`src/hdc_consts.svh`:
```
// Purpose: offsets, field positions and timing counts
// Assumes: 200 MHz system clock, 5 ns period
// Notes: times are kept in their own unit and converted
`ifndef HDC_CONSTS_SVH
`define HDC_CONSTS_SVH
// ****************************************
// Clock and timing
// ****************************************
`define HDC_CLK_PS 5000
`define HDC_WIN_NS 50
`define HDC_DLY_NS 60
`define HDC_TAP_NS 12
`define HDC_RST_US 10
`define HDC_WIN_CYC ((`HDC_WIN_NS * 1000) / `HDC_CLK_PS)
`define HDC_DLY_CYC ((`HDC_DLY_NS * 1000 + `HDC_CLK_PS - 1) / `HDC_CLK_PS)
`define HDC_TAP_CYC ((`HDC_TAP_NS * 1000 + `HDC_CLK_PS - 1) / `HDC_CLK_PS)
`define HDC_RST_CYC ((`HDC_RST_US * 1000000 + `HDC_CLK_PS - 1) / `HDC_CLK_PS)
// ****************************************
// Port addresses
// ****************************************
`define HDC_A_RESET 10'h26C
`define HDC_A_DATA 10'h270
`define HDC_A_PRECOMP 10'h272
`define HDC_A_COUNT 10'h274
`define HDC_A_SECTOR 10'h276
`define HDC_A_CYL_LO 10'h278
`define HDC_A_CYL_HI 10'h27A
`define HDC_A_SDH 10'h27C
`define HDC_A_STATUS 10'h27E
`define HDC_REG_BASE 6'h27
`define HDC_STAT_BUSY 7
`define HDC_STAT_ERR 0
`define HDC_ERR_MASK 8'hD6
`define HDC_SDH_MASK 8'h7F
`define HDC_CYLHI_MASK 8'h03
`endif

```
`src/hdc_pkg.sv`:
```
// Purpose: shared types for the disk controller board logic
// Assumes: nothing beyond the constants header
// Notes: encodings of the size/drive/head byte and the window state
`include "hdc_consts.svh"
package hdc_pkg;
	typedef enum {HDC_WIN_IDLE, HDC_WIN_OPEN, HDC_WIN_HOLD} hdc_win_e;
	typedef enum logic [1:0] {
		HDC_SZ_256 = 2'h0,
		HDC_SZ_512 = 2'h1,
		HDC_SZ_1024 = 2'h2,
		HDC_SZ_128 = 2'h3
	} hdc_size_e;
	typedef logic [9:0] hdc_cyl_t;
endpackage

```
`src/hdc_write_select.sv`:
```
// Purpose: picks early, nominal or late write data from a tapped delay
// Assumes: write data sampled on the system clock
// Notes: taps in 15 ns steps (12 ns rounded up to 3 cycles) up to 75 ns, middle tap is nominal
`timescale 1ns/1ps
`include "hdc_consts.svh"
module hdc_write_select
	import hdc_pkg::*;
#(
	parameter int TAP_CYC = `HDC_TAP_CYC
) (
	// Clock and reset
	input wire logic clk,
	input wire logic rst_n,
	// Controls
	input wire logic early_en,
	input wire logic late_en,
	input wire logic nominal_en,
	input wire logic wdata,
	// Result
	output logic wdata_out
);
	localparam int LEN = 5 * TAP_CYC + 1;
	logic [LEN-1:0] line_r;
	logic [LEN-1:0] line_nxt;
	logic out_r;
	logic out_nxt;

	always_comb begin
		line_nxt = {line_r[LEN-2:0], wdata};
		// Early takes the shortest copy, late the longest
		if (early_en)
			out_nxt = line_r[TAP_CYC];
		else if (late_en)
			out_nxt = line_r[3 * TAP_CYC];
		else if (nominal_en)
			out_nxt = line_r[2 * TAP_CYC];
		else
			out_nxt = line_r[2 * TAP_CYC];
	end

	always_ff @(posedge clk or negedge rst_n) begin
		if (!rst_n) begin
			line_r <= '0;
			out_r <= 1'b0;
		end else begin
			line_r <= line_nxt;
			out_r <= out_nxt;
		end
	end

	assign wdata_out = out_r;

	chk_early_tap: assert property (@(posedge clk) disable iff (!rst_n)
		early_en |=> out_r == $past(line_r[TAP_CYC]))
		else $error("early copy not chosen");
	chk_nominal_tap: assert property (@(posedge clk) disable iff (!rst_n)
		(nominal_en && !early_en && !late_en)
		|=> out_r == $past(line_r[2 * TAP_CYC]))
		else $error("nominal copy not chosen");
endmodule

```
`src/hdc_board.sv`:
```
// Purpose: disk controller board clocks, phase detector, precomp, ports
// Assumes: host strobes are single cycle and synchronous to CLK
// Notes: analog loop and controller sequencing are outside this block
//
// Functional notes
// - Halve the 20 MHz oscillator into the 10 MHz double-rate clock; here CLK is the 200 MHz system clock, so 100 MHz.
// - Halve again into the 5 MHz square controller word clock; here a quarter of CLK, 50 MHz.
// - A data leading edge opens a compare window of about 50 ns; here wcnt_r never closes it, only delayed data or a VCO edge does.
// - Window closes on data delayed 60 ns or inverted VCO edge.
// - After both delayed data and VCO arrive, latches clear until next bit.
// - Delayed data first sets pump-up, asking a faster VCO.
// - Inverted VCO first sets pump-down, asking a slower VCO.
// - Assert reduced write current past the programmed precomp cylinder.
// - In precomp area write bits 12 ns early or late on request; here one 3-cycle tap, 15 ns.
// - With reduced current, register early/late on double-rate clock.
// - Without reduced current, assert only the nominal enable.
// - Enables pick one of three delay-line copies, 12 ns taps to 60; taps here are 3 cycles (15 ns), to 75 ns.
// - Phase input is write data under write gate, else read data.
// - Any access at 026CH gives a 10 us controller reset pulse.
// - Port 0270H moves bytes through the sector buffer.
// - Read of 0272H returns the error byte; bits 0, 3, 5 unused.
// - 027AH holds top two cylinder bits; other bits ignored.
// - Size/drive/head byte: bit 7 zero, size, drive, head fields.
// - Decode only even ports, eight registers 0270H to 027EH.
// - Busy reported while controller owns the buffer; host waits.
`timescale 1ns/1ps
`include "hdc_consts.svh"
module hdc_board
	import hdc_pkg::*;
#(
	parameter int RST_CYC = `HDC_RST_CYC,
	parameter int WIN_CYC = `HDC_WIN_CYC,
	parameter int DLY_CYC = `HDC_DLY_CYC
) (
	// Clock and reset
	input wire logic CLK,
	input wire logic RST_N,
	// Host port
	input wire logic [9:0] HOST_ADDR,
	input wire logic HOST_RD,
	input wire logic HOST_WR,
	input wire logic [7:0] HOST_WDATA,
	output logic [7:0] HOST_RDATA,
	// Controller core side
	input wire logic BUFFER_OWNER_SELECT_N,
	input wire logic [7:0] CORE_ERROR,
	input wire logic CORE_ERR_FLAG,
	input wire logic [7:0] BUF_RDATA,
	output logic [7:0] BUF_WDATA,
	output logic BUF_WR,
	output logic BUF_RD,
	output logic CMD_WR,
	output logic [7:0] CMD_DATA,
	output logic CONTROLLER_RESET,
	output logic WORD_CLOCK,
	output logic DOUBLE_RATE_CLOCK,
	// Drive data
	input wire logic HEAD_CYL_STEP_IN,
	input wire logic [9:0] HEAD_CYL,
	input wire logic EARLY,
	input wire logic LATE,
	input wire logic WRITE_GATE,
	input wire logic WRITE_DATA,
	input wire logic READ_DATA,
	input wire logic VCO_CLOCK,
	output logic REDUCED_WRITE_CURRENT,
	output logic DRIVE_WRITE_DATA,
	output logic PUMP_UP,
	output logic PUMP_DOWN,
	// Register contents to the core
	output logic [7:0] SECTOR_COUNT,
	output logic [7:0] SECTOR_NUMBER,
	output logic [9:0] CYLINDER,
	output logic [7:0] SIZE_DRIVE_HEAD
);
	// ****************************************
	// Clock dividers
	// ****************************************
	logic dr_r, dr_nxt, wc_r, wc_nxt;

	always_comb begin
		dr_nxt = ~dr_r;
		wc_nxt = dr_r ? ~wc_r : wc_r;
	end

	always_ff @(posedge CLK or negedge RST_N) begin
		if (!RST_N) begin
			dr_r <= 1'b0;
			wc_r <= 1'b0;
		end else begin
			dr_r <= dr_nxt;
			wc_r <= wc_nxt;
		end
	end

	// ****************************************
	// Phase comparator
	// ****************************************
	localparam int DLEN = DLY_CYC + 1;
	hdc_win_e win_r, win_nxt;
	logic [DLEN-1:0] dline_r, dline_nxt;
	logic in_r, in_nxt, vco_r, vco_nxt;
	logic up_r, up_nxt, dn_r, dn_nxt;
	logic seen_d_r, seen_d_nxt, seen_v_r, seen_v_nxt;
	logic [7:0] wcnt_r, wcnt_nxt;
	logic phase_in, data_rise, dly_rise, vco_fall;

	always_comb begin
		phase_in = WRITE_GATE ? WRITE_DATA : READ_DATA;
		data_rise = phase_in && !in_r;
		dly_rise = !dline_r[DLEN-1] && dline_r[DLEN-2];
		vco_fall = !VCO_CLOCK && vco_r;
		in_nxt = phase_in;
		vco_nxt = VCO_CLOCK;
		dline_nxt = {dline_r[DLEN-2:0], phase_in};
		win_nxt = win_r;
		wcnt_nxt = wcnt_r;
		seen_d_nxt = seen_d_r;
		seen_v_nxt = seen_v_r;
		up_nxt = 1'b0;
		dn_nxt = 1'b0;
		unique case (win_r)
			HDC_WIN_IDLE: begin
				if (data_rise) begin
					win_nxt = HDC_WIN_OPEN;
					wcnt_nxt = 8'h00;
					seen_d_nxt = 1'b0;
					seen_v_nxt = 1'b0;
				end
			end
			HDC_WIN_OPEN: begin
				if (wcnt_r < 8'(WIN_CYC))
					wcnt_nxt = wcnt_r + 8'h01;
				if (dly_rise && !seen_v_r)
					up_nxt = 1'b1;
				else if (vco_fall && !seen_d_r)
					dn_nxt = 1'b1;
				if (dly_rise || vco_fall)
					win_nxt = HDC_WIN_HOLD;
				seen_d_nxt = seen_d_r | dly_rise;
				seen_v_nxt = seen_v_r | vco_fall;
			end
			HDC_WIN_HOLD: begin
				seen_d_nxt = seen_d_r | dly_rise;
				seen_v_nxt = seen_v_r | vco_fall;
				if (seen_d_nxt && seen_v_nxt)
					win_nxt = HDC_WIN_IDLE;
			end
		endcase
	end

	always_ff @(posedge CLK or negedge RST_N) begin
		if (!RST_N) begin
			win_r <= HDC_WIN_IDLE;
			dline_r <= '0;
			in_r <= 1'b0;
			vco_r <= 1'b0;
			up_r <= 1'b0;
			dn_r <= 1'b0;
			seen_d_r <= 1'b0;
			seen_v_r <= 1'b0;
			wcnt_r <= 8'h00;
		end else begin
			win_r <= win_nxt;
			dline_r <= dline_nxt;
			in_r <= in_nxt;
			vco_r <= vco_nxt;
			up_r <= up_nxt;
			dn_r <= dn_nxt;
			seen_d_r <= seen_d_nxt;
			seen_v_r <= seen_v_nxt;
			wcnt_r <= wcnt_nxt;
		end
	end

	// ****************************************
	// Write precompensation
	// ****************************************
	logic rwc_r, rwc_nxt, eld_r, eld_nxt, lld_r, lld_nxt, ne_r, ne_nxt;
	logic [7:0] precomp_r, precomp_nxt;

	always_comb begin
		rwc_nxt = rwc_r;
		if (HEAD_CYL_STEP_IN)
			rwc_nxt = {HEAD_CYL[9:2]} > precomp_r;
		eld_nxt = eld_r;
		lld_nxt = lld_r;
		if (!rwc_r) begin
			eld_nxt = 1'b0;
			lld_nxt = 1'b0;
		end else if (dr_r) begin
			eld_nxt = EARLY;
			lld_nxt = LATE;
		end
		ne_nxt = !rwc_r;
	end

	always_ff @(posedge CLK or negedge RST_N) begin
		if (!RST_N) begin
			rwc_r <= 1'b0;
			eld_r <= 1'b0;
			lld_r <= 1'b0;
			ne_r <= 1'b1;
		end else begin
			rwc_r <= rwc_nxt;
			eld_r <= eld_nxt;
			lld_r <= lld_nxt;
			ne_r <= ne_nxt;
		end
	end

	hdc_write_select u_wsel (
		.clk(CLK),
		.rst_n(RST_N),
		.early_en(eld_r),
		.late_en(lld_r),
		.nominal_en(ne_r),
		.wdata(WRITE_DATA),
		.wdata_out(DRIVE_WRITE_DATA)
	);

	// ****************************************
	// Host ports
	// ****************************************
	logic [7:0] cnt_r, cnt_nxt, sec_r, sec_nxt, cyl_lo_r, cyl_lo_nxt;
	logic [7:0] cyl_hi_r, cyl_hi_nxt, sdh_r, sdh_nxt, rd_r, rd_nxt;
	logic [7:0] bwd_r, bwd_nxt, cmd_r, cmd_nxt;
	logic bwr_r, bwr_nxt, brd_r, brd_nxt, cwr_r, cwr_nxt;
	logic [31:0] rcnt_r, rcnt_nxt;
	logic rst_out_r, rst_out_nxt, busy, acc, sel;

	always_comb begin
		busy = !BUFFER_OWNER_SELECT_N;
		acc = HOST_RD || HOST_WR;
		sel = HOST_ADDR[9:4] == `HDC_REG_BASE && !HOST_ADDR[0];
		precomp_nxt = precomp_r;
		cnt_nxt = cnt_r;
		sec_nxt = sec_r;
		cyl_lo_nxt = cyl_lo_r;
		cyl_hi_nxt = cyl_hi_r;
		sdh_nxt = sdh_r;
		rd_nxt = rd_r;
		bwd_nxt = bwd_r;
		cmd_nxt = cmd_r;
		bwr_nxt = 1'b0;
		brd_nxt = 1'b0;
		cwr_nxt = 1'b0;
		rcnt_nxt = (rcnt_r != 32'h0) ? rcnt_r - 32'h1 : rcnt_r;
		if (acc && HOST_ADDR == `HDC_A_RESET)
			rcnt_nxt = 32'(RST_CYC);
		rst_out_nxt = rcnt_nxt != 32'h0;
		if (HOST_WR && sel && !busy) begin
			unique case (HOST_ADDR)
				`HDC_A_DATA: begin
					bwd_nxt = HOST_WDATA;
					bwr_nxt = 1'b1;
				end
				`HDC_A_PRECOMP: precomp_nxt = HOST_WDATA;
				`HDC_A_COUNT: cnt_nxt = HOST_WDATA;
				`HDC_A_SECTOR: sec_nxt = HOST_WDATA;
				`HDC_A_CYL_LO: cyl_lo_nxt = HOST_WDATA;
				`HDC_A_CYL_HI:
					cyl_hi_nxt = HOST_WDATA & `HDC_CYLHI_MASK;
				`HDC_A_SDH: sdh_nxt = HOST_WDATA & `HDC_SDH_MASK;
				`HDC_A_STATUS: begin
					cmd_nxt = HOST_WDATA;
					cwr_nxt = 1'b1;
				end
				default: ;
			endcase
		end
		if (HOST_RD) begin
			rd_nxt = 8'h00;
			if (sel && busy)
				rd_nxt[`HDC_STAT_BUSY] = 1'b1;
			else if (sel) begin
				unique case (HOST_ADDR)
					`HDC_A_DATA: begin
						rd_nxt = BUF_RDATA;
						brd_nxt = 1'b1;
					end
					`HDC_A_PRECOMP:
						rd_nxt = CORE_ERROR & `HDC_ERR_MASK;
					`HDC_A_COUNT: rd_nxt = cnt_r;
					`HDC_A_SECTOR: rd_nxt = sec_r;
					`HDC_A_CYL_LO: rd_nxt = cyl_lo_r;
					`HDC_A_CYL_HI: rd_nxt = cyl_hi_r;
					`HDC_A_SDH: rd_nxt = sdh_r;
					`HDC_A_STATUS:
						rd_nxt[`HDC_STAT_ERR] = CORE_ERR_FLAG;
					default: ;
				endcase
			end
		end
	end

	always_ff @(posedge CLK or negedge RST_N) begin
		if (!RST_N) begin
			precomp_r <= 8'h00;
			cnt_r <= 8'h00;
			sec_r <= 8'h00;
			cyl_lo_r <= 8'h00;
			cyl_hi_r <= 8'h00;
			sdh_r <= 8'h00;
			rd_r <= 8'h00;
			bwd_r <= 8'h00;
			cmd_r <= 8'h00;
			bwr_r <= 1'b0;
			brd_r <= 1'b0;
			cwr_r <= 1'b0;
			rcnt_r <= 32'h0;
			rst_out_r <= 1'b0;
		end else begin
			precomp_r <= precomp_nxt;
			cnt_r <= cnt_nxt;
			sec_r <= sec_nxt;
			cyl_lo_r <= cyl_lo_nxt;
			cyl_hi_r <= cyl_hi_nxt;
			sdh_r <= sdh_nxt;
			rd_r <= rd_nxt;
			bwd_r <= bwd_nxt;
			cmd_r <= cmd_nxt;
			bwr_r <= bwr_nxt;
			brd_r <= brd_nxt;
			cwr_r <= cwr_nxt;
			rcnt_r <= rcnt_nxt;
			rst_out_r <= rst_out_nxt;
		end
	end

	// ****************************************
	// Outputs
	// ****************************************
	assign DOUBLE_RATE_CLOCK = dr_r;
	assign WORD_CLOCK = wc_r;
	assign PUMP_UP = up_r;
	assign PUMP_DOWN = dn_r;
	assign REDUCED_WRITE_CURRENT = rwc_r;
	assign HOST_RDATA = rd_r;
	assign BUF_WDATA = bwd_r;
	assign BUF_WR = bwr_r;
	assign BUF_RD = brd_r;
	assign CMD_WR = cwr_r;
	assign CMD_DATA = cmd_r;
	assign CONTROLLER_RESET = rst_out_r;
	assign SECTOR_COUNT = cnt_r;
	assign SECTOR_NUMBER = sec_r;
	assign CYLINDER = {cyl_hi_r[1:0], cyl_lo_r};
	assign SIZE_DRIVE_HEAD = sdh_r;

	// ****************************************
	// Checks
	// ****************************************
	chk_dr_toggle: assert property (@(posedge CLK) disable iff (!RST_N)
		$past(RST_N) |-> dr_r != $past(dr_r))
		else $error("double-rate clock did not toggle");
	chk_word_clock: assert property (@(posedge CLK) disable iff (!RST_N)
		$changed(wc_r) |=> $stable(wc_r) ##1 $changed(wc_r))
		else $error("word clock not divided by four");
	chk_pump_excl: assert property (@(posedge CLK) disable iff (!RST_N)
		!(up_r && dn_r))
		else $error("pump up and down together");
	chk_up_cause: assert property (@(posedge CLK) disable iff (!RST_N)
		up_r |-> $past(win_r == HDC_WIN_OPEN && dly_rise))
		else $error("pump up without delayed data");
	chk_dn_cause: assert property (@(posedge CLK) disable iff (!RST_N)
		dn_r |-> $past(win_r == HDC_WIN_OPEN && vco_fall))
		else $error("pump down without vco edge");
	chk_ne_only: assert property (@(posedge CLK) disable iff (!RST_N)
		!rwc_r ##1 !rwc_r |-> ne_r && !eld_r ##0 !lld_r)
		else $error("nominal not sole enable");
	chk_reset_pulse: assert property (@(posedge CLK) disable iff (!RST_N)
		HOST_RD && HOST_ADDR == `HDC_A_RESET |=> rst_out_r [*8])
		else $error("reset pulse missing");
	chk_cyl_hi: assert property (@(posedge CLK) disable iff (!RST_N)
		cyl_hi_r[7:2] == 6'h00)
		else $error("cylinder high bits leaked");
	chk_busy_read: assert property (@(posedge CLK) disable iff (!RST_N)
		HOST_RD && sel && busy |=> rd_r == 8'h80)
		else $error("busy not reported");
	cov_pump_up: cover property (@(posedge CLK) disable iff (!RST_N) up_r);
	cov_pump_dn: cover property (@(posedge CLK) disable iff (!RST_N) dn_r);
	cov_rwc: cover property (@(posedge CLK) disable iff (!RST_N) eld_r);
endmodule

```
`config.mk`:
```
export PLATFORM = sky130hd
export DESIGN_NAME = hdc_board
export DESIGN_NICKNAME = d
export VERILOG_FILES = /design/src/hdc_pkg.sv /design/src/hdc_write_select.sv /design/src/hdc_board.sv
export VERILOG_INCLUDE_DIRS = /design/src /design/src/src
export SDC_FILE = /design/constraint.sdc
export NUM_CORES = 1
export LEC_CHECK = 0
export BUFFER_PORTS_ARGS = -buffer_cell sky130_fd_sc_hd__clkbuf_2
export CORE_MARGIN = 4
export CORE_UTILIZATION = 42
export CTS_CLUSTER_SIZE = 10
export DETAILED_ROUTE_END_ITERATION = 8
export PLACE_DENSITY = 0.7
export SLEW_MARGIN = 10
export SYNTH_ARGS = -nofsm -noshare
export SYNTH_HDL_FRONTEND = slang
export SYNTH_SLANG_ARGS = --single-unit
```
`constraint.sdc`:
```
create_clock -name CLK -period 5.78 [get_ports CLK]
set_clock_uncertainty 0.2 [all_clocks]
set_input_delay 0.578 -clock CLK [delete_from_list [all_inputs] [get_ports CLK]]
set_output_delay 0.578 -clock CLK [all_outputs]
set_load 0.1 [all_outputs]
```
==> results.md, run 1 <==
* Status: finished clean
* Final setup fails at 0
* PD cells at 320 nW/um^2
* CP cell instances: clkbuf_2 -> nand2b_1 -> nor4_1 -> nand2_1 -> nor2_1 -> and2_1 -> mux2_2
* Vias in the first global route at 5011
* Die area at 17200 um^2
* Most common cell after layout, fill and taps aside: dfrtp_1
* CTS H-Tree Depth at 4
* Die Span Y at 131 um
* Setup TNS at 0 ps
* CTS tree: done
* Port bufs at 118
* WL/cell at 18.7 um
* Vias per cell at 5.56
* Num CTS Buffers at 17
* Worst slew margin at 37.4%
* Crit end category: register
* Synth Cell Area at 6360 um^2
* Number of synthesized register bits at 137
* Slowest cell on the critical path: nor4_1
* Starting density of the core at 43.3%
* Critical path required time at 5880 ps
* Syn Inst Count at 531
* Kind of critical path: input pin to register
* GR Overflow Total at 0
* Post-CTS Resized at 0
* Area growth from synthesis to layout at 21.7%
* Clock root cell: clkbuf_16
* Yosys warning total at 0
* First-pass GRT wire length at 26100 um
* Layout Cells excl Fill at 850
* Pre-antenna DRT Iters at 6
* Placed instance count at 817
* Row Count at 44
* Max Clk Rate at 0.339 GHz
* Most frequent cells in the layout: dfrtp_1 (137), clkbuf_2 (117), mux2_2 (59)
* Post-CTS setup buffer count at 0
* Synth cell types at 66
* Post-synthesis sequential area ratio at 53.9%
* Syn Nets at 601
* Post-DP HPWL at 11500 um
* Clock Latency Late Sink at 420 ps
* Final WL at 15900 um
* Max cap viols at 0
* CTS Sinks at 137
* Worst-path clk slew at 60 ps
* Hold WS at 90.9 ps
* Share of layout cells above drive strength 1 at 35.1%
* Final Max Tran Viols at 0
* Fin crit period at 2950 ps
* Chip width at 131 um
* DRC at 0
* Worst-path maximum fanout at 8
* Setup crit start kind: input pin
* Worst VDD drop at 0.235 mV
* Clock Path Buffers at 2
* Setup WS post-layout at 2830 ps
* Via count at 4729
* Worst-Margin Slew at 934 ps
* Total Nets Final at 723
* Synth Flop Type: dfrtp_1
* Critical path's top delay family: simple AND/OR/NAND/NOR gates
* DRT antenna net count at 0
* Initial drt markers at 370
* RSZ-0062 raised after global routing: no
* Syn Area/Cell at 12.0 um^2
* Placer Congestion at 0.916
* EDFF count, synth at 0
* Hold_buf cts at 1
* Final hold violations at 0
* CP Data Arrival Time at 3050 ps
* WP buf/inv at 1
* Antenna violations before repair at 0
* Post-synth ARST share at 100%
* Hold Crit Class: input pin to register
* Pin count of the biggest net entering global routing at 75
* ANT cells at 0
* Final Cycle Share at 51.1%
* Gr usage total at 19.0%
* CP max stage delay at 730 ps
* Leakage power at 3.65 nW
* Core ar. at 14700 um^2
* # IOs at 125
* Pre-CTS setup slack at 2480 ps
flip-flops by register name, summed over array words and instances (netlist names), 2 cells and up:
name	count
BUF_WDATA	8
CMD_DATA	8
HOST_RDATA	8
SECTOR_COUNT	8
SECTOR_NUMBER	8
SIZE_DRIVE_HEAD	7
cyl_hi_r	2
cyl_lo_r	8
dline_r	13
precomp_r	8
rcnt_r	32
u_wsel.line_r	10
win_r	2
metrics by stage:
stage,cell area (um^2),power [mW],utilization (%)
floorplan,6360,1.27,-
global placement,7120,1.36,48.5
detailed placement,7120,1.38,48.5
CTS,7750,2.49,52.7
global route,7750,2.59,52.7
finish,7750,2.48,52.7
layout make-up:
cell class / count / area [um^2]
fillers: 1262 / 6950
flip-flops and latches: 137 / 3430
multi-input cells: 355 / 2780
repair buffers: 121 / 622
clock buffers: 19 / 443
well taps: 184 / 230
clock inverters: 13 / 169
inverters: 21 / 78.8
final timing paths:
path	slack, ps	cells after the start	start	endpoint
max in group asynchronous	3590	3	RST_N	rcnt_r[23]
max	2830	7	HOST_ADDR[0]	cyl_lo_r[1]
max reg2reg	2860	7	rcnt_r[2]	CONTROLLER_RESET
min in group asynchronous	560	2	RST_N	DOUBLE_RATE_CLOCK
min	90	1	WRITE_DATA	u_wsel.line_r[0]
min reg2reg	150	0	u_wsel.line_r[5]	u_wsel.line_r[6]
logic make-up after synthesis:
logic type,synth area share (%)
and+or+nand+nor,16.7
DFF,53.9
AOI/OAI and AO/OA,9.67
muxes,11.9
buffers and inverters,2.54
xor gates and xnor gates,2.75
adders and majority gates,2.56
other,0.0589
layer usage:
metal / share of wire [%] / up-vias / global-route usage [%]
li1: - / 2182 / -
met1: 42 / 2348 / 23.9
met2: 49 / 173 / 30.8
met3: 7.9 / 26 / 6.69
met4: 1.7 / 0 / 6.48
met5: 0 / - / 0
report_power, final:
part / switching (mW) / internal, mW / total (mW)
logic: 0.184 / 0.101 / 0.284
clock network: 0.422 / 0.694 / 1.12
registers: 0.0591 / 1.02 / 1.08
synthesized netlist by cell type, types with 4 or more instances:
cell | instances | area, um^2
or3_1 | 7 | 43.8
nor4_1 | 9 | 56.3
dfrtp_1 | 137 | 3430
and2_1 | 7 | 43.8
or4_1 | 7 | 52.6
and3_1 | 4 | 25.0
a22o_1 | 9 | 78.8
nor3_1 | 12 | 60.1
nand4_1 | 6 | 37.5
nor2_1 | 32 | 120
ha_1 | 13 | 163
nor4_4 | 4 | 85.1
a31oi_1 | 4 | 25.0
a22oi_1 | 6 | 45.0
xnor2_1 | 9 | 78.8
nand3_1 | 10 | 50.1
o31ai_1 | 5 | 37.5
nand2b_1 | 4 | 25.0
xor2_1 | 11 | 96.3
nor2b_1 | 7 | 43.8
nand2_1 | 29 | 109
mux2i_1 | 8 | 80.1
inv_1 | 21 | 78.8
mux2_2 | 59 | 664
o21a_1 | 5 | 37.5
clkbuf_1 | 9 | 33.8
a222oi_1 | 4 | 40.0
buf_2 | 6 | 30.0
nand3b_1 | 4 | 30.0
a21oi_1 | 17 | 85.1
o21ai_0 | 14 | 70.1
(Power assumes the default switching activity.)
==> inputs of run 2 (changes only) <==
--- a/config.mk
+++ b/config.mk
@@ -6,12 +6,13 @@
 export SDC_FILE = /design/constraint.sdc
 export NUM_CORES = 1
 export LEC_CHECK = 0
+export ABC_AREA = 1
 export BUFFER_PORTS_ARGS = -buffer_cell sky130_fd_sc_hd__clkbuf_2
 export CORE_MARGIN = 4
 export CORE_UTILIZATION = 42
 export CTS_CLUSTER_SIZE = 10
 export DETAILED_ROUTE_END_ITERATION = 8
-export PLACE_DENSITY = 0.7
+export PLACE_DENSITY = 0.71
 export SLEW_MARGIN = 10
 export SYNTH_ARGS = -nofsm -noshare
 export SYNTH_HDL_FRONTEND = slang
==> constraint.sdc (replaced) <==
create_clock -name CLK -period 2.4 [get_ports CLK]
set_clock_uncertainty 0.2 [all_clocks]
set_input_delay 0.24 -clock CLK [delete_from_list [all_inputs] [get_ports CLK]]
set_output_delay 0.24 -clock CLK [all_outputs]
set_load 0.1 [all_outputs]
==> results.md, run 2 <==
* Status: finished clean
* EDFF count, synth at 0
* Antenna violations before repair at 0
* Clk pwr share at 44.7%
* Syn Nets at 953
* Die Span Y at 136 um
* Syn Area/Cell at 7.74 um^2
* Net Sw Power at 1.64 mW
* CTS Sinks at 137
* Via count at 6124
* DRT antenna net count at 0
* Combinational power share at 12.5%
* Largest registers: rcnt_r (32), dline_r (13), u_wsel.line_r (10)
* Port bufs at 118
* CP max stage delay at 420 ps
* Most numerous cell in the Yosys netlist: nand2_1
* Crit end category: register
* Internal at 4.28 mW
* Gr usage total at 20.1%
* WL/cell at 13.8 um
* Post-synth top area share at 50.2%
* Max Clk Rate at 0.451 GHz
* Pre-CTS setup slack at 77.9 ps
* Kind of critical path: register to register
* Hold Crit Class: input pin to register
* Vias per cell at 4.80
* Setup TNS at 0 ps
* Most common cell after layout, fill and taps aside: nand2_1
* Final Max Tran Viols at 0
* CTS tree: done
* Vias in the first global route at 6013
* Yosys warning total at 0
* Clock Latency Late Sink at 430 ps
* Top post-synthesis cells by count: nand2_1 (245), inv_1 (148), dfrtp_1 (137), nor2_1 (96), nand3_1 (69)
* Die area at 18400 um^2
* Synth Flop Type: dfrtp_1
* Most frequent cells in the layout: nand2_1 (244), inv_1 (147), dfrtp_1 (137)
* Num CTS Buffers at 17
* Clock root cell: clkbuf_16
* Worst-path maximum fanout at 23
* Fin crit period at 2220 ps
* ANT cells at 0
* Critical path required time at 2500 ps
* CTS H-Tree Depth at 4
* Post-DP HPWL at 13200 um
* Syn Inst Count at 883
* Sequential Power Share at 42.8%
* Area growth from synthesis to layout at 26.6%
* Clock Path Buffers at 2
* Worst VDD drop at 0.477 mV
* Leakage power at 4.72 nW
* CP Data Arrival Time at 2320 ps
* Total Nets Final at 1118
* Final setup fails at 0
* Post-synthesis sequential area ratio at 50.2%
* Initial drt markers at 398
* Worst slew margin at 61.2%
* Row Count at 46
* Final WL at 17600 um
* Chip width at 136 um
* Placer Congestion at 0.910
* Synth top area cells: dfrtp_1 (50%), nand2_1 (13%), inv_1 (8.1%)
* GR Overflow Total at 0
* Synth Cell Area at 6830 um^2
* Worst-path clk slew at 60 ps
* Final hold violations at 0
* First-pass GRT wire length at 28900 um
* Slowest cell on the critical path: dfrtp_1
* Post-synth ARST share at 100%
* Number of synthesized register bits at 137
* Share of layout cells above drive strength 1 at 18.9%
* Starting density of the core at 43.0%
* Most frequent CP cell: nand2_1
* Area leader, netlist: dfrtp_1
* CP cell instances: inv_2 -> ha_1 -> nand2_1 -> nor2_1 -> nand2_1 -> nor2_4 -> inv_6 -> o21ai_0 -> nand3_1 -> nor2_1 -> nand2_1 -> nor2_2 -> nand3_1
* Pre-antenna DRT Iters at 6
* PD cells at 684 nW/um^2
* Max cap viols at 0
* Final Cycle Share at 92.5%
* # IOs at 125
* Largest reg by FF count: rcnt_r
* Setup crit start kind: register
* DRC at 0
* Largest register FFs at 32
* Worst-Margin Slew at 584 ps
* Sw Ratio at 27.7%
* Core ar. at 15900 um^2
* Final Core Density at 54.5%
* Synth cell types at 31
* Pin count of the biggest net entering global routing at 57
* Setup WS post-layout at 181 ps
==> run 2: cell type report <==
class,count,area (um^2)
Fill cell,1497,7230
Sequential cell,137,3430
Multi-Input combinational cell,578,2780
Timing Repair Buffer,162,1000
Inverter,152,576
Clock buffer,19,443
Tap cell,216,270
Clock inverter,13,159
==> run 2: per-layer routing <==
layer / global-route usage, % / part of all wire [%]
met5: 0 / 0
met4: 7.84 / 2.6
met3: 5.83 / 6.0
met2: 32.6 / 48
met1: 25.5 / 44
==> run 2: power by group through the flow <==
stage | clock (mW) | sequential, mW | combinational, mW
after detailed placement | 0 | 2.57 | 0.704
final | 2.65 | 2.53 | 0.741
after global routing | 2.81 | 2.55 | 0.846
after global placement | 0 | 2.56 | 0.686
after CTS | 2.71 | 2.52 | 0.741
after floorplan | 0 | 2.61 | 0.396
==> run 2: per-stage QoR <==
| step | instances | total power, mW | hold slack (ps) | cell area [um^2] |
|---|---|---|---|---|
| 2_1_floorplan | 883 | 3.01 | -256 | 6830 |
| 3_3_place_gp | 1226 | 3.25 | -54.9 | 7820 |
| 3_5_place_dp | 1226 | 3.27 | -53.7 | 7820 |
| 4_1_cts | 1277 | 5.98 | 0.550 | 8610 |
| 5_1_grt | 1277 | 6.21 | 12.1 | 8650 |
| 6_report | 1277 | 5.92 | 7.85 | 8650 |
==> run 2: critical path, delay by kind of cell, from the launching register on <==
family / cells / cell delay (ps)
DFF: 1 / 420
and+or+nand+nor: 9 / 940
AOI/OAI and AO/OA: 1 / 130
adders and majority gates: 1 / 200
buffers and inverters: 2 / 210
==> run 2: repair_timing <==
action                                  4_1_cts  5_1_grt
endpoints found under the hold margin       160        0
endpoints found under the setup margin        0        1
hold buffers                                 19        0
resized for setup                             0       16
setup buffers                                 0        0
==> run 2: cells by family after synthesis <==
| kind of cell | count (synthesis) | synth area share [%] |
|---|---|---|
| simple gates | 450 | 28.5 |
| buf+inv | 168 | 9.76 |
| compound gates | 106 | 8.13 |
| flops | 137 | 50.2 |
| fa+ha+maj | 13 | 2.38 |
| other cells | 1 | 0.0549 |
| xor+xnor | 8 | 1.03 |
==> run 2: final timing paths <==
path	cells after the start	end	start	slack [ps]
worst min register to register	0	dline_r[7]	dline_r[6]	150
min in group asynchronous	2	rcnt_r[15]	RST_N	60
worst max-delay path	13	CONTROLLER_RESET	rcnt_r[0]	180
worst min-delay path	3	SECTOR_COUNT[3]	HOST_WDATA[3]	8
max in group asynchronous	3	HOST_RDATA[3]	RST_N	1300
worst max register to register	13	CONTROLLER_RESET	rcnt_r[0]	180
==> inputs of run 3 (changes only) <==
--- a/config.mk
+++ b/config.mk
@@ -8,9 +8,8 @@
 export LEC_CHECK = 0
 export ABC_AREA = 1
 export BUFFER_PORTS_ARGS = -buffer_cell sky130_fd_sc_hd__clkbuf_2
-export CORE_MARGIN = 4
+export CORE_MARGIN = 3
 export CORE_UTILIZATION = 42
-export CTS_CLUSTER_SIZE = 10
 export DETAILED_ROUTE_END_ITERATION = 8
 export PLACE_DENSITY = 0.71
 export SLEW_MARGIN = 10
==> results.md, run 3 (synthesized netlist as in run 2, its figures left out) <==
* Status: finished clean
* Worst VDD drop at 0.558 mV
* Kind of critical path: register to register
* Port bufs at 118
* RSZ-0062 raised after global routing: yes
* Vias in the first global route at 6041
* Worst-Margin Slew at 576 ps
* Placed instance count at 1220
* Max Clk Rate at 0.442 GHz
* Post-DP HPWL at 13100 um
* DRT antenna net count at 0
* Chip width at 134 um
* Clock Latency Late Sink at 420 ps
* RR Endpoint: CONTROLLER_RESET
* Worst-path clk slew at 60 ps
* ANT cells at 0
* Via count at 6215
* First-pass GRT wire length at 29300 um
* Die area at 17800 um^2
* Num CTS Buffers at 17
* Final Cycle Share at 94.3%
* Fin crit period at 2260 ps
* FF-to-FF path depth at 12
* Worst hold start: HOST_WDATA[6]
* Hold depth at 3
* Placer Congestion at 0.908
* Share of layout cells above drive strength 1 at 19.1%
* Area growth from synthesis to layout at 26.8%
* Most common cell after layout, fill and taps aside: nand2_1
* Initial drt markers at 426
* Worst-path maximum fanout at 17
* Max cap viols at 0
* Hold Crit Class: input pin to register
* DRC at 0
* Setup crit start kind: register
* GR Overflow Total at 0
* Row Count at 45
* Pre-antenna DRT Iters at 5
* Vias per cell at 4.90
* CTS H-Tree Depth at 4
* Starting density of the core at 44.0%
* Clock root cell: clkbuf_16
* Largest reg by FF count: rcnt_r
* Final hold violations at 0
* Critical path required time at 2490 ps
* # IOs at 125
* Final WL at 17800 um
* Most frequent cells in the layout: nand2_1 (244), inv_1 (146), dfrtp_1 (137)
* Largest registers: rcnt_r (32), dline_r (13), u_wsel.line_r (10)
* Placed cell areas at 7820 um^2
* PD cells at 686 nW/um^2
* CP Data Arrival Time at 2350 ps
* CTS tree: done
* CTS Sinks at 137
* Largest register FFs at 32
* Pin count of the biggest net entering global routing at 57
* End point of the worst hold path: SECTOR_COUNT[6]
* Layout Cells excl Fill at 1269
* Reg-to-reg startpoint: rcnt_r[18]
* Final setup fails at 0
* Core ar. at 15500 um^2
* Die Span Y at 134 um
* Clock Path Buffers at 2
* Design area at 8660 um^2
* Leakage power at 4.72 nW
* Worst slew margin at 61.7%
* Total Nets Final at 1117
* # fillers at 1455
* WL/cell at 14.0 um
* Final Max Tran Viols at 0
* Gr usage total at 20.5%
* Reg-to-reg setup timing slack at 140 ps
* Crit end category: register
* Antenna violations before repair at 0
-- run 3: worst max-delay path by stage --
stage | startpoint | end | slack, ps
floorplan | rcnt_r[0] | CONTROLLER_RESET | 370
global placement | rcnt_r[18] | CONTROLLER_RESET | 140
detailed placement | rcnt_r[0] | CONTROLLER_RESET | 90
CTS | rcnt_r[0] | CONTROLLER_RESET | 80
global route | rcnt_r[17] | CONTROLLER_RESET | -30
finish | rcnt_r[18] | CONTROLLER_RESET | 140
-- run 3: final cells by class --
class / count / area (um^2) / area share, %
Timing Repair Buffer: 161 / 1010 / 11.6
Inverter: 152 / 573 / 6.61
Multi-Input combinational cell: 578 / 2790 / 32.1
Sequential cell: 137 / 3430 / 39.6
Clock inverter: 12 / 165 / 1.91
Clock buffer: 18 / 439 / 5.07
Tap cell: 211 / 264 / 3.05
-- run 3: metal layers --
metal | up-vias | GRT usage, % | routed length (um)
met5 | - | 0 | 0
met1 | 2912 | 26.2 | 7810
met4 | 0 | 8.34 | 438
met3 | 29 | 5.32 | 1090
li1 | 3098 | - | -
met2 | 176 | 33.4 | 8440
-- run 3: stage by stage --
step	hold WS [ps]	TNS (ps)	power, mW	utilization [%]	setup slack [ps]
6_report	0.264	0	5.94	55.7	137
5_1_grt	4.69	-30.3	6.21	55.7	-30.3
4_1_cts	2.98	0	5.98	55.4	79.2
3_5_place_dp	-30.1	0	3.25	50.3	86.4
3_3_place_gp	-33.0	0	3.23	50.3	140
2_1_floorplan	-256	0	3.01	-	371
-- run 3: timing repair --
action / 4_1_cts / 5_1_grt
hold buffers: 19 / 0
buffers inserted: 0 / 0
gates resized for setup: 0 / 19
setup endpoints to repair: 0 / 2
endpoints found under the hold margin: 159 / 0
-- run 3: critical path, stage by stage, from the launching register on --
cell	delay [ps]
dfrtp_1	440
nor2_1	170
nand2_1	110
nor2_1	180
nand2_1	120
nor2_4	150
inv_4	110
o21ai_0	120
nand3_1	110
nor2_1	100
nand2_1	80
nor2_2	150
nand3_1	80
-- run 3: power breakdown --
part / total, mW / internal [mW] / switching (mW)
clock: 2.69 / 1.67 / 1.02
combinational: 0.719 / 0.249 / 0.470
sequential: 2.54 / 2.43 / 0.103
